--- src/hdl/seq_pkg.sv ---
// Constants, register map and state type of the stage sequencer
package seq_pkg;
	// Timing of the elapsed-time tick
	localparam int CLK_PERIOD_NS = 10;
	localparam int TICK_SEC_NS = 100_000_000;
	localparam int TICK_SEC_CYC = TICK_SEC_NS / CLK_PERIOD_NS;
	localparam int SEC_PER_MIN = 60;
	localparam int TICK_MIN_CYC = TICK_SEC_CYC * SEC_PER_MIN;
	// Sizes
	localparam int NSTAGE = 16;
	localparam int DW = 16;
	localparam int AW = 6;
	// Register map
	localparam logic [AW-1:0] A_CTRL = 6'h00;
	localparam logic [AW-1:0] A_CYC = 6'h01;
	localparam logic [AW-1:0] A_STAT = 6'h02;
	localparam logic [AW-1:0] A_PASS = 6'h03;
	localparam logic [AW-1:0] A_ELAP = 6'h04;
	localparam logic [1:0] G_CTRL = 2'h0;
	localparam logic [1:0] G_FREQ = 2'h1;
	localparam logic [1:0] G_TIME = 2'h2;
	localparam logic [1:0] G_RAMP = 2'h3;
	// Control fields
	localparam int F_MODE = 0;
	localparam int F_MANUAL = 2;
	localparam int F_MEM = 3;
	localparam int F_SMODE = 4;
	localparam int F_UNIT = 6;
	localparam int F_SRC = 8;
	// Status fields
	localparam int S_STAGE = 0;
	localparam int S_RUN = 4;
	localparam int S_HOLD = 5;
	localparam int S_DONE = 6;
	localparam int S_PAUSE = 7;
	localparam int S_RESUME = 8;
	// Reset values
	localparam logic [DW-1:0] CTRL_RST = 16'h0000;
	localparam logic [DW-1:0] CYC_RST = 16'h0001;
	localparam logic [DW-1:0] FREQ_DEF [NSTAGE] = '{
		16'h01F4, 16'h03E8, 16'h05DC, 16'h07D0,
		16'h09C4, 16'h0BB8, 16'h0FA0, 16'h1388,
		16'h0000, 16'h0000, 16'h0000, 16'h0000,
		16'h0000, 16'h0000, 16'h0000, 16'h0000};
	// Encodings
	localparam logic [2:0] SRC_STAGE = 3'h6;
	localparam logic [1:0] MODE_SINGLE = 2'h0;
	localparam logic [1:0] MODE_HOLD = 2'h1;
	localparam logic [1:0] MODE_COUNT = 2'h2;
	localparam logic [1:0] MODE_LOOP = 2'h3;
	localparam logic [1:0] SM_FIRST = 2'h0;
	localparam logic [1:0] SM_FREQ = 2'h2;
	typedef enum logic [1:0] {
		ST_IDLE = 2'b00,
		ST_RUN = 2'b01,
		ST_HOLD = 2'b11,
		ST_DONE = 2'b10
	} seq_state_t;
endpackage

--- src/hdl/sync2.sv ---
// Two-flop synchroniser for asynchronous levels
`timescale 1ns/1ps
module sync2 #(parameter int W = 1) (
	// Clock and reset
	input wire logic sys_clk,
	input wire logic nrst,
	// Levels
	input wire logic [W-1:0] d,
	output logic [W-1:0] q
);
	logic [W-1:0] meta_r;

	always_ff @(posedge sys_clk) begin
		if (!nrst) begin
			meta_r <= '0;
			q <= '0;
		end else begin
			meta_r <= d;
			q <= meta_r;
		end
	end
endmodule

--- src/hdl/tenth_tick.sv ---
// Tick generator at one tenth of the selected time unit
`timescale 1ns/1ps
module tenth_tick (
	// Clock and reset
	input wire logic sys_clk,
	input wire logic nrst,
	// Control
	input wire logic clr,
	input wire logic en,
	input wire logic unit_min,
	input wire logic [31:0] sec_cyc,
	input wire logic [31:0] min_cyc,
	// Pulse
	output logic tick
);
	logic [31:0] cnt_r;
	logic [31:0] lim;

	assign lim = unit_min ? min_cyc : sec_cyc;

	// Held count across a pause keeps the partial tenth
	always_ff @(posedge sys_clk) begin
		if (!nrst || clr) begin
			cnt_r <= '0;
			tick <= 1'b0;
		end else if (en && cnt_r >= lim - 32'h0000_0001) begin
			cnt_r <= '0;
			tick <= 1'b1;
		end else begin
			cnt_r <= en ? cnt_r + 32'h0000_0001 : cnt_r;
			tick <= 1'b0;
		end
	end
endmodule

--- src/hdl/stage_seq.sv ---
// Programmable multi-stage speed sequencer with register port
`timescale 1ns/1ps
module stage_seq
	import seq_pkg::*;
#(
	parameter int TICK_SEC_P = TICK_SEC_CYC,
	parameter int TICK_MIN_P = TICK_MIN_CYC
) (
	// Clock and reset
	input wire logic sys_clk,
	input wire logic nrst,
	// Register port
	input wire logic [AW-1:0] addr,
	input wire logic [DW-1:0] wdata,
	input wire logic wr,
	input wire logic rd,
	output logic [DW-1:0] rdata,
	// Command pins, asynchronous
	input wire logic run_cmd,
	input wire logic fault,
	input wire logic pwr_fail,
	input wire logic term_run,
	input wire logic term_pause,
	input wire logic term_reset,
	input wire logic dir_inv,
	// From the ramp and drive core
	input wire logic [DW-1:0] freq_upper,
	input wire logic [DW-1:0] freq_act,
	// To the ramp and drive core
	output logic drive_run,
	output logic [DW-1:0] freq_abs,
	output logic dir_rev,
	output logic [1:0] ramp_sel,
	output logic preload,
	output logic [DW-1:0] preload_val
);
	logic [DW-1:0] ctrl_r;
	logic [DW-1:0] cyc_lim_r;
	logic [DW-1:0] freq_r [NSTAGE];
	logic [DW-1:0] time_r [NSTAGE];
	logic [1:0] ramp_r [NSTAGE];
	logic [6:0] pins_s;
	logic run_s, fault_s, pwr_s, trun_s, pause_s, treset_s, dinv_s;
	logic [1:0] mode, smode;
	logic manual, mem_en, unit_min, src_ok;
	logic run_ok, run_ok_q, start;
	seq_state_t state_r;
	logic [3:0] cur_r;
	logic [DW-1:0] elapsed_r;
	logic [DW-1:0] pass_r;
	logic resume_r;
	logic resume_freq_r;
	logic [DW-1:0] lat_freq_r;
	logic first_ok, next_ok;
	logic [3:0] first_idx, next_idx;
	logic tick;
	logic stage_end, pass_end, lim_zero, limit_hit;
	logic [16:0] elap_inc, pass_inc;
	logic [DW-1:0] fsel, fmag;
	logic signed [16:0] wd_s, up_s;
	logic [DW-1:0] wclamp;
	logic resume_ok;

	sync2 #(.W(7)) pin_sync (
		.sys_clk(sys_clk),
		.nrst(nrst),
		.d({dir_inv, term_reset, term_pause, term_run, pwr_fail, fault, run_cmd}),
		.q(pins_s)
	);
	assign {dinv_s, treset_s, pause_s, trun_s, pwr_s, fault_s, run_s} = pins_s;

	assign mode = ctrl_r[F_MODE +: 2];
	assign manual = ctrl_r[F_MANUAL];
	assign mem_en = ctrl_r[F_MEM];
	assign smode = ctrl_r[F_SMODE +: 2];
	assign unit_min = ctrl_r[F_UNIT];
	assign src_ok = ctrl_r[F_SRC +: 3] == SRC_STAGE;

	// Manual operation needs the run terminal on top of the run command
	assign run_ok = run_s && !fault_s && !pwr_s && src_ok && (!manual || trun_s);
	assign start = run_ok && !run_ok_q;
	assign lim_zero = mode == MODE_COUNT && cyc_lim_r == '0;

	always_ff @(posedge sys_clk) begin
		if (!nrst) begin
			run_ok_q <= 1'b0;
		end else begin
			run_ok_q <= run_ok;
		end
	end

	// Lowest non-empty stage overall and above the current one
	always_comb begin
		first_ok = 1'b0;
		first_idx = '0;
		next_ok = 1'b0;
		next_idx = '0;
		for (int i = NSTAGE - 1; i >= 0; i--) begin
			if (time_r[i] != '0) begin
				first_ok = 1'b1;
				first_idx = 4'(i);
				if (4'(i) > cur_r) begin
					next_ok = 1'b1;
					next_idx = 4'(i);
				end
			end
		end
	end

	tenth_tick tick_gen (
		.sys_clk(sys_clk),
		.nrst(nrst),
		.clr(state_r != ST_RUN || stage_end),
		.en(!pause_s),
		.unit_min(unit_min),
		.sec_cyc(32'(TICK_SEC_P)),
		.min_cyc(32'(TICK_MIN_P)),
		.tick(tick)
	);

	assign elap_inc = {1'b0, elapsed_r} + 17'h0_0001;
	assign pass_inc = {1'b0, pass_r} + 17'h0_0001;
	assign stage_end = state_r == ST_RUN && run_ok && tick && !pause_s
		&& elap_inc >= {1'b0, time_r[cur_r]};
	assign pass_end = stage_end && !next_ok;
	assign limit_hit = pass_inc >= {1'b0, cyc_lim_r};
	assign resume_ok = resume_r && time_r[cur_r] != '0;

	always_ff @(posedge sys_clk) begin
		if (!nrst) begin
			state_r <= ST_IDLE;
		end else if (treset_s || !src_ok) begin
			state_r <= ST_IDLE;
		end else begin
			unique case (state_r)
				ST_IDLE: begin
					if (start && first_ok && !lim_zero) begin
						state_r <= ST_RUN;
					end
				end
				ST_RUN: begin
					if (!run_ok) begin
						state_r <= ST_IDLE;
					end else if (pass_end) begin
						unique case (mode)
							MODE_SINGLE: state_r <= ST_DONE;
							MODE_HOLD: state_r <= ST_HOLD;
							MODE_COUNT: state_r <= limit_hit ? ST_DONE : ST_RUN;
							MODE_LOOP: state_r <= ST_RUN;
						endcase
					end
				end
				ST_HOLD: begin
					if (!run_ok) begin
						state_r <= ST_IDLE;
					end
				end
				ST_DONE: begin
					// Leaving only on a dropped command forces a fresh run edge
					if (!run_ok) begin
						state_r <= ST_IDLE;
					end
				end
			endcase
		end
	end

	always_ff @(posedge sys_clk) begin
		if (!nrst || treset_s) begin
			cur_r <= '0;
			elapsed_r <= '0;
			pass_r <= '0;
			resume_r <= 1'b0;
			resume_freq_r <= 1'b0;
		end else if (state_r == ST_IDLE) begin
			if (start && first_ok && !lim_zero) begin
				resume_r <= 1'b0;
				if (!resume_ok) begin
					cur_r <= first_idx;
					elapsed_r <= '0;
					pass_r <= '0;
				end
			end
		end else if (state_r == ST_RUN) begin
			if (!run_ok) begin
				// Power loss follows the memory bit, other stops the start mode
				resume_r <= pwr_s ? mem_en : smode != SM_FIRST;
				resume_freq_r <= !pwr_s && smode == SM_FREQ;
			end else if (stage_end) begin
				elapsed_r <= '0;
				if (next_ok) begin
					cur_r <= next_idx;
				end else begin
					pass_r <= pass_inc[DW-1:0];
					if (mode == MODE_LOOP || mode == MODE_COUNT) begin
						cur_r <= first_idx;
					end
				end
			end else if (tick && !pause_s) begin
				elapsed_r <= elap_inc[DW-1:0];
			end
		end else begin
			resume_r <= 1'b0;
		end
	end

	// Actual frequency at the stop instant, replayed as the ramp start point
	always_ff @(posedge sys_clk) begin
		if (!nrst) begin
			lat_freq_r <= '0;
			preload <= 1'b0;
			preload_val <= '0;
		end else begin
			if (state_r == ST_RUN && !run_ok) begin
				lat_freq_r <= freq_act;
			end
			preload <= state_r == ST_IDLE && start && first_ok && !lim_zero
				&& resume_ok && resume_freq_r;
			preload_val <= lat_freq_r;
		end
	end

	assign fsel = freq_r[cur_r];
	assign fmag = fsel[DW-1] ? DW'(-fsel) : fsel;

	always_ff @(posedge sys_clk) begin
		if (!nrst) begin
			drive_run <= 1'b0;
			freq_abs <= '0;
			dir_rev <= 1'b0;
			ramp_sel <= '0;
		end else if (state_r == ST_RUN || state_r == ST_HOLD) begin
			drive_run <= 1'b1;
			freq_abs <= fmag;
			dir_rev <= fsel[DW-1] ^ dinv_s;
			ramp_sel <= ramp_r[cur_r];
		end else begin
			drive_run <= 1'b0;
			freq_abs <= '0;
			dir_rev <= 1'b0;
			ramp_sel <= '0;
		end
	end

	assign wd_s = {wdata[DW-1], wdata};
	assign up_s = {2'b00, freq_upper[DW-2:0]};
	always_comb begin
		if (wd_s > up_s) begin
			wclamp = up_s[DW-1:0];
		end else if (wd_s < -up_s) begin
			wclamp = DW'(-up_s);
		end else begin
			wclamp = wdata;
		end
	end

	always_ff @(posedge sys_clk) begin
		if (!nrst) begin
			ctrl_r <= CTRL_RST;
			cyc_lim_r <= CYC_RST;
			for (int i = 0; i < NSTAGE; i++) begin
				freq_r[i] <= FREQ_DEF[i];
				time_r[i] <= '0;
				ramp_r[i] <= '0;
			end
		end else if (wr) begin
			unique case (addr[5:4])
				G_CTRL: begin
					if (addr == A_CTRL) begin
						ctrl_r <= wdata;
					end else if (addr == A_CYC) begin
						cyc_lim_r <= wdata;
					end
				end
				G_FREQ: freq_r[addr[3:0]] <= wclamp;
				G_TIME: time_r[addr[3:0]] <= wdata;
				G_RAMP: ramp_r[addr[3:0]] <= wdata[1:0];
			endcase
		end
	end

	always_ff @(posedge sys_clk) begin
		if (!nrst) begin
			rdata <= '0;
		end else if (rd) begin
			unique case (addr[5:4])
				G_CTRL: begin
					case (addr)
						A_CTRL: rdata <= ctrl_r;
						A_CYC: rdata <= cyc_lim_r;
						A_STAT: begin
							rdata <= '0;
							rdata[S_STAGE +: 4] <= cur_r;
							rdata[S_RUN] <= state_r == ST_RUN;
							rdata[S_HOLD] <= state_r == ST_HOLD;
							rdata[S_DONE] <= state_r == ST_DONE;
							rdata[S_PAUSE] <= pause_s;
							rdata[S_RESUME] <= resume_r;
						end
						A_PASS: rdata <= pass_r;
						A_ELAP: rdata <= elapsed_r;
						default: rdata <= '0;
					endcase
				end
				G_FREQ: rdata <= freq_r[addr[3:0]];
				G_TIME: rdata <= time_r[addr[3:0]];
				G_RAMP: rdata <= {14'h0000, ramp_r[addr[3:0]]};
			endcase
		end else begin
			rdata <= '0;
		end
	end
endmodule

--- config.mk ---
export PLATFORM = sky130hd
export DESIGN_NAME = stage_seq
export DESIGN_NICKNAME = d
export VERILOG_FILES = /design/src/hdl/seq_pkg.sv /design/src/hdl/sync2.sv /design/src/hdl/tenth_tick.sv /design/src/hdl/stage_seq.sv
export SDC_FILE = /design/constraint.sdc
export NUM_CORES = 2
export LEC_CHECK = 0
export BUFFER_PORTS_ARGS = -buffer_cell sky130_fd_sc_hd__buf_4
export CORE_UTILIZATION = 60
export DETAILED_ROUTE_END_ITERATION = 8
export PLACE_DENSITY = 0.75
export RECOVER_POWER = 100
export SYNTH_ARGS = -nofsm -noshare
export SYNTH_HDL_FRONTEND = slang
export SYNTH_SLANG_ARGS = --single-unit
--- constraint.sdc ---
create_clock -name sys_clk -period 7.11 [get_ports sys_clk]
set_input_delay 0.711 -clock sys_clk [delete_from_list [all_inputs] [get_ports sys_clk]]
set_output_delay 0.711 -clock sys_clk [all_outputs]
set_load 0.01 [all_outputs]
==> impl_metrics.yaml <==
outcome:
  status: "finished with violations"
  violations: "max-capacitance violations, max-slew violations"
power_and_ir_drop:
  power_frac_seq: 0.493
  internal_power_mw: 7.511
  p_leak_nw: 14.91
  pwr-share-comb: 0.094
  switching_share: 0.2486
  ir_drop_mv: 0.1585
  clock_power_share: 0.413
  pwr_density_cell_nw_per_um2: 225.6
  power.switching_mw: 2.486
worst_setup_path:
  end_kind: "flop"
  crit_type: "input pin to flop"
  critical-path-top-delay-family: "buffers and inverters"
  critPathMaxFanout: 56
  crit_buf_inv: 3
  critPathArrivalTime_ns: 6.75
  worst-endpoint-required_ns: 7.66
  startpoint_type: "input pin"
  crit_path_start: "nrst"
  cp_slowest_cell: "clkbuf_1"
  path_cells: "clkbuf_1 > clkbuf_1 > nand2_1 > nor3b_1 > buf_4 > nor3b_1"
  cpPeakStageDelay_ns: 2.33
  rrSetupSlack_ns: 1.22
global_route:
  grt_util_met2: 0.5769
  use_met1: 0.5294
  grt_pass1_wl_um: 196600
  antenna_found_initial: 4
  top_usage_layer: "met2"
  grtUsageMet3: 0.1247
  grt_pass1_vias: 30033
  grt_use_total: 0.3883
  grt_max_degree: 97
  grt_overflow: 0
synthesis:
  ys_async_sr_fraction: 0
  syn_area_per_cell_um2: 12.17
  syn-instance-count: 3351
  yosysTopAreaCell: "edfxtp_1"
  yosysSeqAreaShare: 0.4954
  netlist_top_cells_area: "edfxtp_1 40%, mux4_2 16%, dfxtp_1 9.5%, and2_1 3.9%, nor3_1 2.8%"
  synth_edf_count: 544
  synth-seq-cells: 737
  synth_top_cell_area_share: 0.4007
  ys.warnings.count: 0
  synth_ff_type: "edfxtp_1"
  synth.distinct_cells: 89
  synth_area_um2: 40770
  syn_nets: 3498
timing:
  finalWorstSetupSlack_ns: 0.9130
  setup_violations: 0
  tns_ns: 0
  min_period_ns: 6.197
  min_period_over_period: 0.8716
  final_max_slew_viol_count: 157
  maxSlewHeadroom: -1.139
  rsz0062_at_grt: "false"
  hold_viol: 0
  fmax_ghz: 0.1614
  skew_ns: 0.02380
  tightest_slew_ns: 3.208
placement:
  hpwl_um: 91620
  numPortBuffers: 116
  gp_congestion: 0.9633
  dp_slack_ns: 1.369
route:
  drc: 0
  drt-total-wl_um: 133800
  drtIter0Drc: 4918
  wl_per_cell_um: 31.31
  viasPerCell: 7.231
  dr.pass1.iters: 9
  vias: 30892
  ant_nets: 0
cts:
  postCtsSetupRepairBufs: 0
  htree_levels: 3
  ctsLongestPathBuffers: 3
  clk_latency_ns: 0.64
  cts_tree: "yes"
  path_clk_slew_ns: 0.06
  cts_root_buf: "clkbuf_16"
  hold_buffers: 0
  numCtsBuffers: 79
  cts_resized: 0
  clock-sinks: 737
die:
  die_width_um: 262.7
  die-area_um2: 69000
  start_util: 0.6071
  ios: 118
  rows: 95
  core-area_um2: 67160
  die_y_um: 262.7
final_layout:
  area_growth_pct: 8.688
  drive_gt1_frac: 0.1651
  layout.nets: 3485
hold_path:
  hp-class: "input pin to flop"
  hp-start: "term_reset"
flow_run:
  drv_cap: 3
## cell usage in the layout (no fill, tap or decap), types with 47 or more instances in the layout
| master | instances |
|---|---|
| mux4_2 | 297 |
| clkbuf_1 | 99 |
| nand2_1 | 288 |
| ha_1 | 82 |
| nand3_1 | 47 |
| and2_1 | 112 |
| clkbuf_16 | 82 |
| inv_1 | 65 |
| o21ai_0 | 103 |
| nor4_1 | 94 |
| nor3_1 | 230 |
| buf_4 | 101 |
| a21oi_1 | 119 |
| and2_0 | 150 |
| nor2_1 | 201 |
| dfxtp_1 | 190 |
| xnor2_1 | 62 |
| edfxtp_1 | 544 |
## registers in the layout, indices dropped and copies added, names as in the netlist, 2 cells and up, named ones only
name and flops:
elapsed_r 16, ramp_sel 2, state_r 2, cur_r 4
tick_gen.cnt_r 32, time_r 256, freq_r 256, lat_freq_r 16
cyc_lim_r 16, preload_val 16, pin_sync.meta_r 7, pass_r 16
freq_abs 16, ramp_r 32, ctrl_r 16, pin_sync.q 7
rdata 16
## area by class of cell
cell class              count  area [um2]
inverters                  67       251.5
repair buffers            186        1112
well taps                 873        1092
multi-input cells        2267       19080
clock inverters            34       362.8
diodes                      2       5.005
flip-flops and latches    737       20210
fillers                  4935       22850
clock buffers             106        2203
## Yosys cell counts, types with 46 or more instances
| master | n |
|---|---|
| xnor2_1 | 62 |
| edfxtp_1 | 544 |
| a21oi_1 | 119 |
| and2_1 | 256 |
| nor4_1 | 94 |
| clkbuf_1 | 215 |
| nand2_1 | 288 |
| nor3_1 | 231 |
| dfxtp_1 | 193 |
| o21ai_0 | 100 |
| nor2_1 | 202 |
| nand3_1 | 47 |
| nand4_1 | 46 |
| inv_1 | 65 |
| mux4_2 | 297 |
| ha_1 | 82 |
## through the flow
step	area [um2]	hold slack [ns]	total power, mW	cells	util
CTS	44640	0.2639	9.959	4270	0.6647
finish	44310	0.2782	9.997	4272	0.6598
global placement	42080	0.4117	5.873	4130	0.6265
detailed placement	42080	0.4179	5.913	4130	0.6265
global route	44310	0.2817	10.20	4270	0.6597
floorplan	40770	0.4045	5.519	3351	-
## kinds of logic after synthesis
logic type / after synthesis / share of synthesized area
AND/OR/NAND/NOR: 1313 / 0.1658
flip-flops: 737 / 0.4954
AO/OA/AOI/OAI: 436 / 0.07016
multiplexers: 356 / 0.1890
buffers and inverters: 347 / 0.03723
adder cells (fa/ha/maj): 82 / 0.02516
XOR/XNOR: 80 / 0.01719
## power groups by stage
stage / Sequential [mW] / Combinational [mW] / Clock (mW)
floorplan: 4.94 / 0.578 / 0
global placement: 4.98 / 0.894 / 0
detailed placement: 5.00 / 0.911 / 0
CTS: 4.91 / 0.917 / 4.13
global route: 4.94 / 0.970 / 4.30
finish: 4.92 / 0.939 / 4.13
## path summary, 6_finish.rpt
check / to / cells past startpoint
setup reg to reg: elapsed_r[2]$_SDFFE_PP0P_ / 14
hold / removal: pin_sync.meta_r[5]$_SDFF_PN0_ / 2
hold reg to reg: preload_val[8]$_SDFF_PN0_ / 2
setup / recovery: tick_gen.cnt_r[1]$_SDFFE_PP0N_ / 6
## worst register-to-register path, cell delays in order (launching register included)
cell and delay, ns:
dfxtp_4 0.90, clkbuf_1 0.92, mux4_2 0.69, a221oi_1 0.76, ha_1 0.37, nand3_1 0.13
nor4_1 0.07, a21o_1 0.21, nor3b_1 0.29, a21oi_1 0.11, buf_4 0.23, nor2_1 0.39
buf_4 0.27, nand2_1 0.08, a221oi_1 0.33
## routing by layer
metal / up-vias / routed length, um
li1: 12839 / -
met3: 418 / 20390
met5: - / 7
met4: 2 / 5992
met2: 2506 / 59130
met1: 15127 / 48260
No activity file was read; power rests on OpenSTA's default activity.
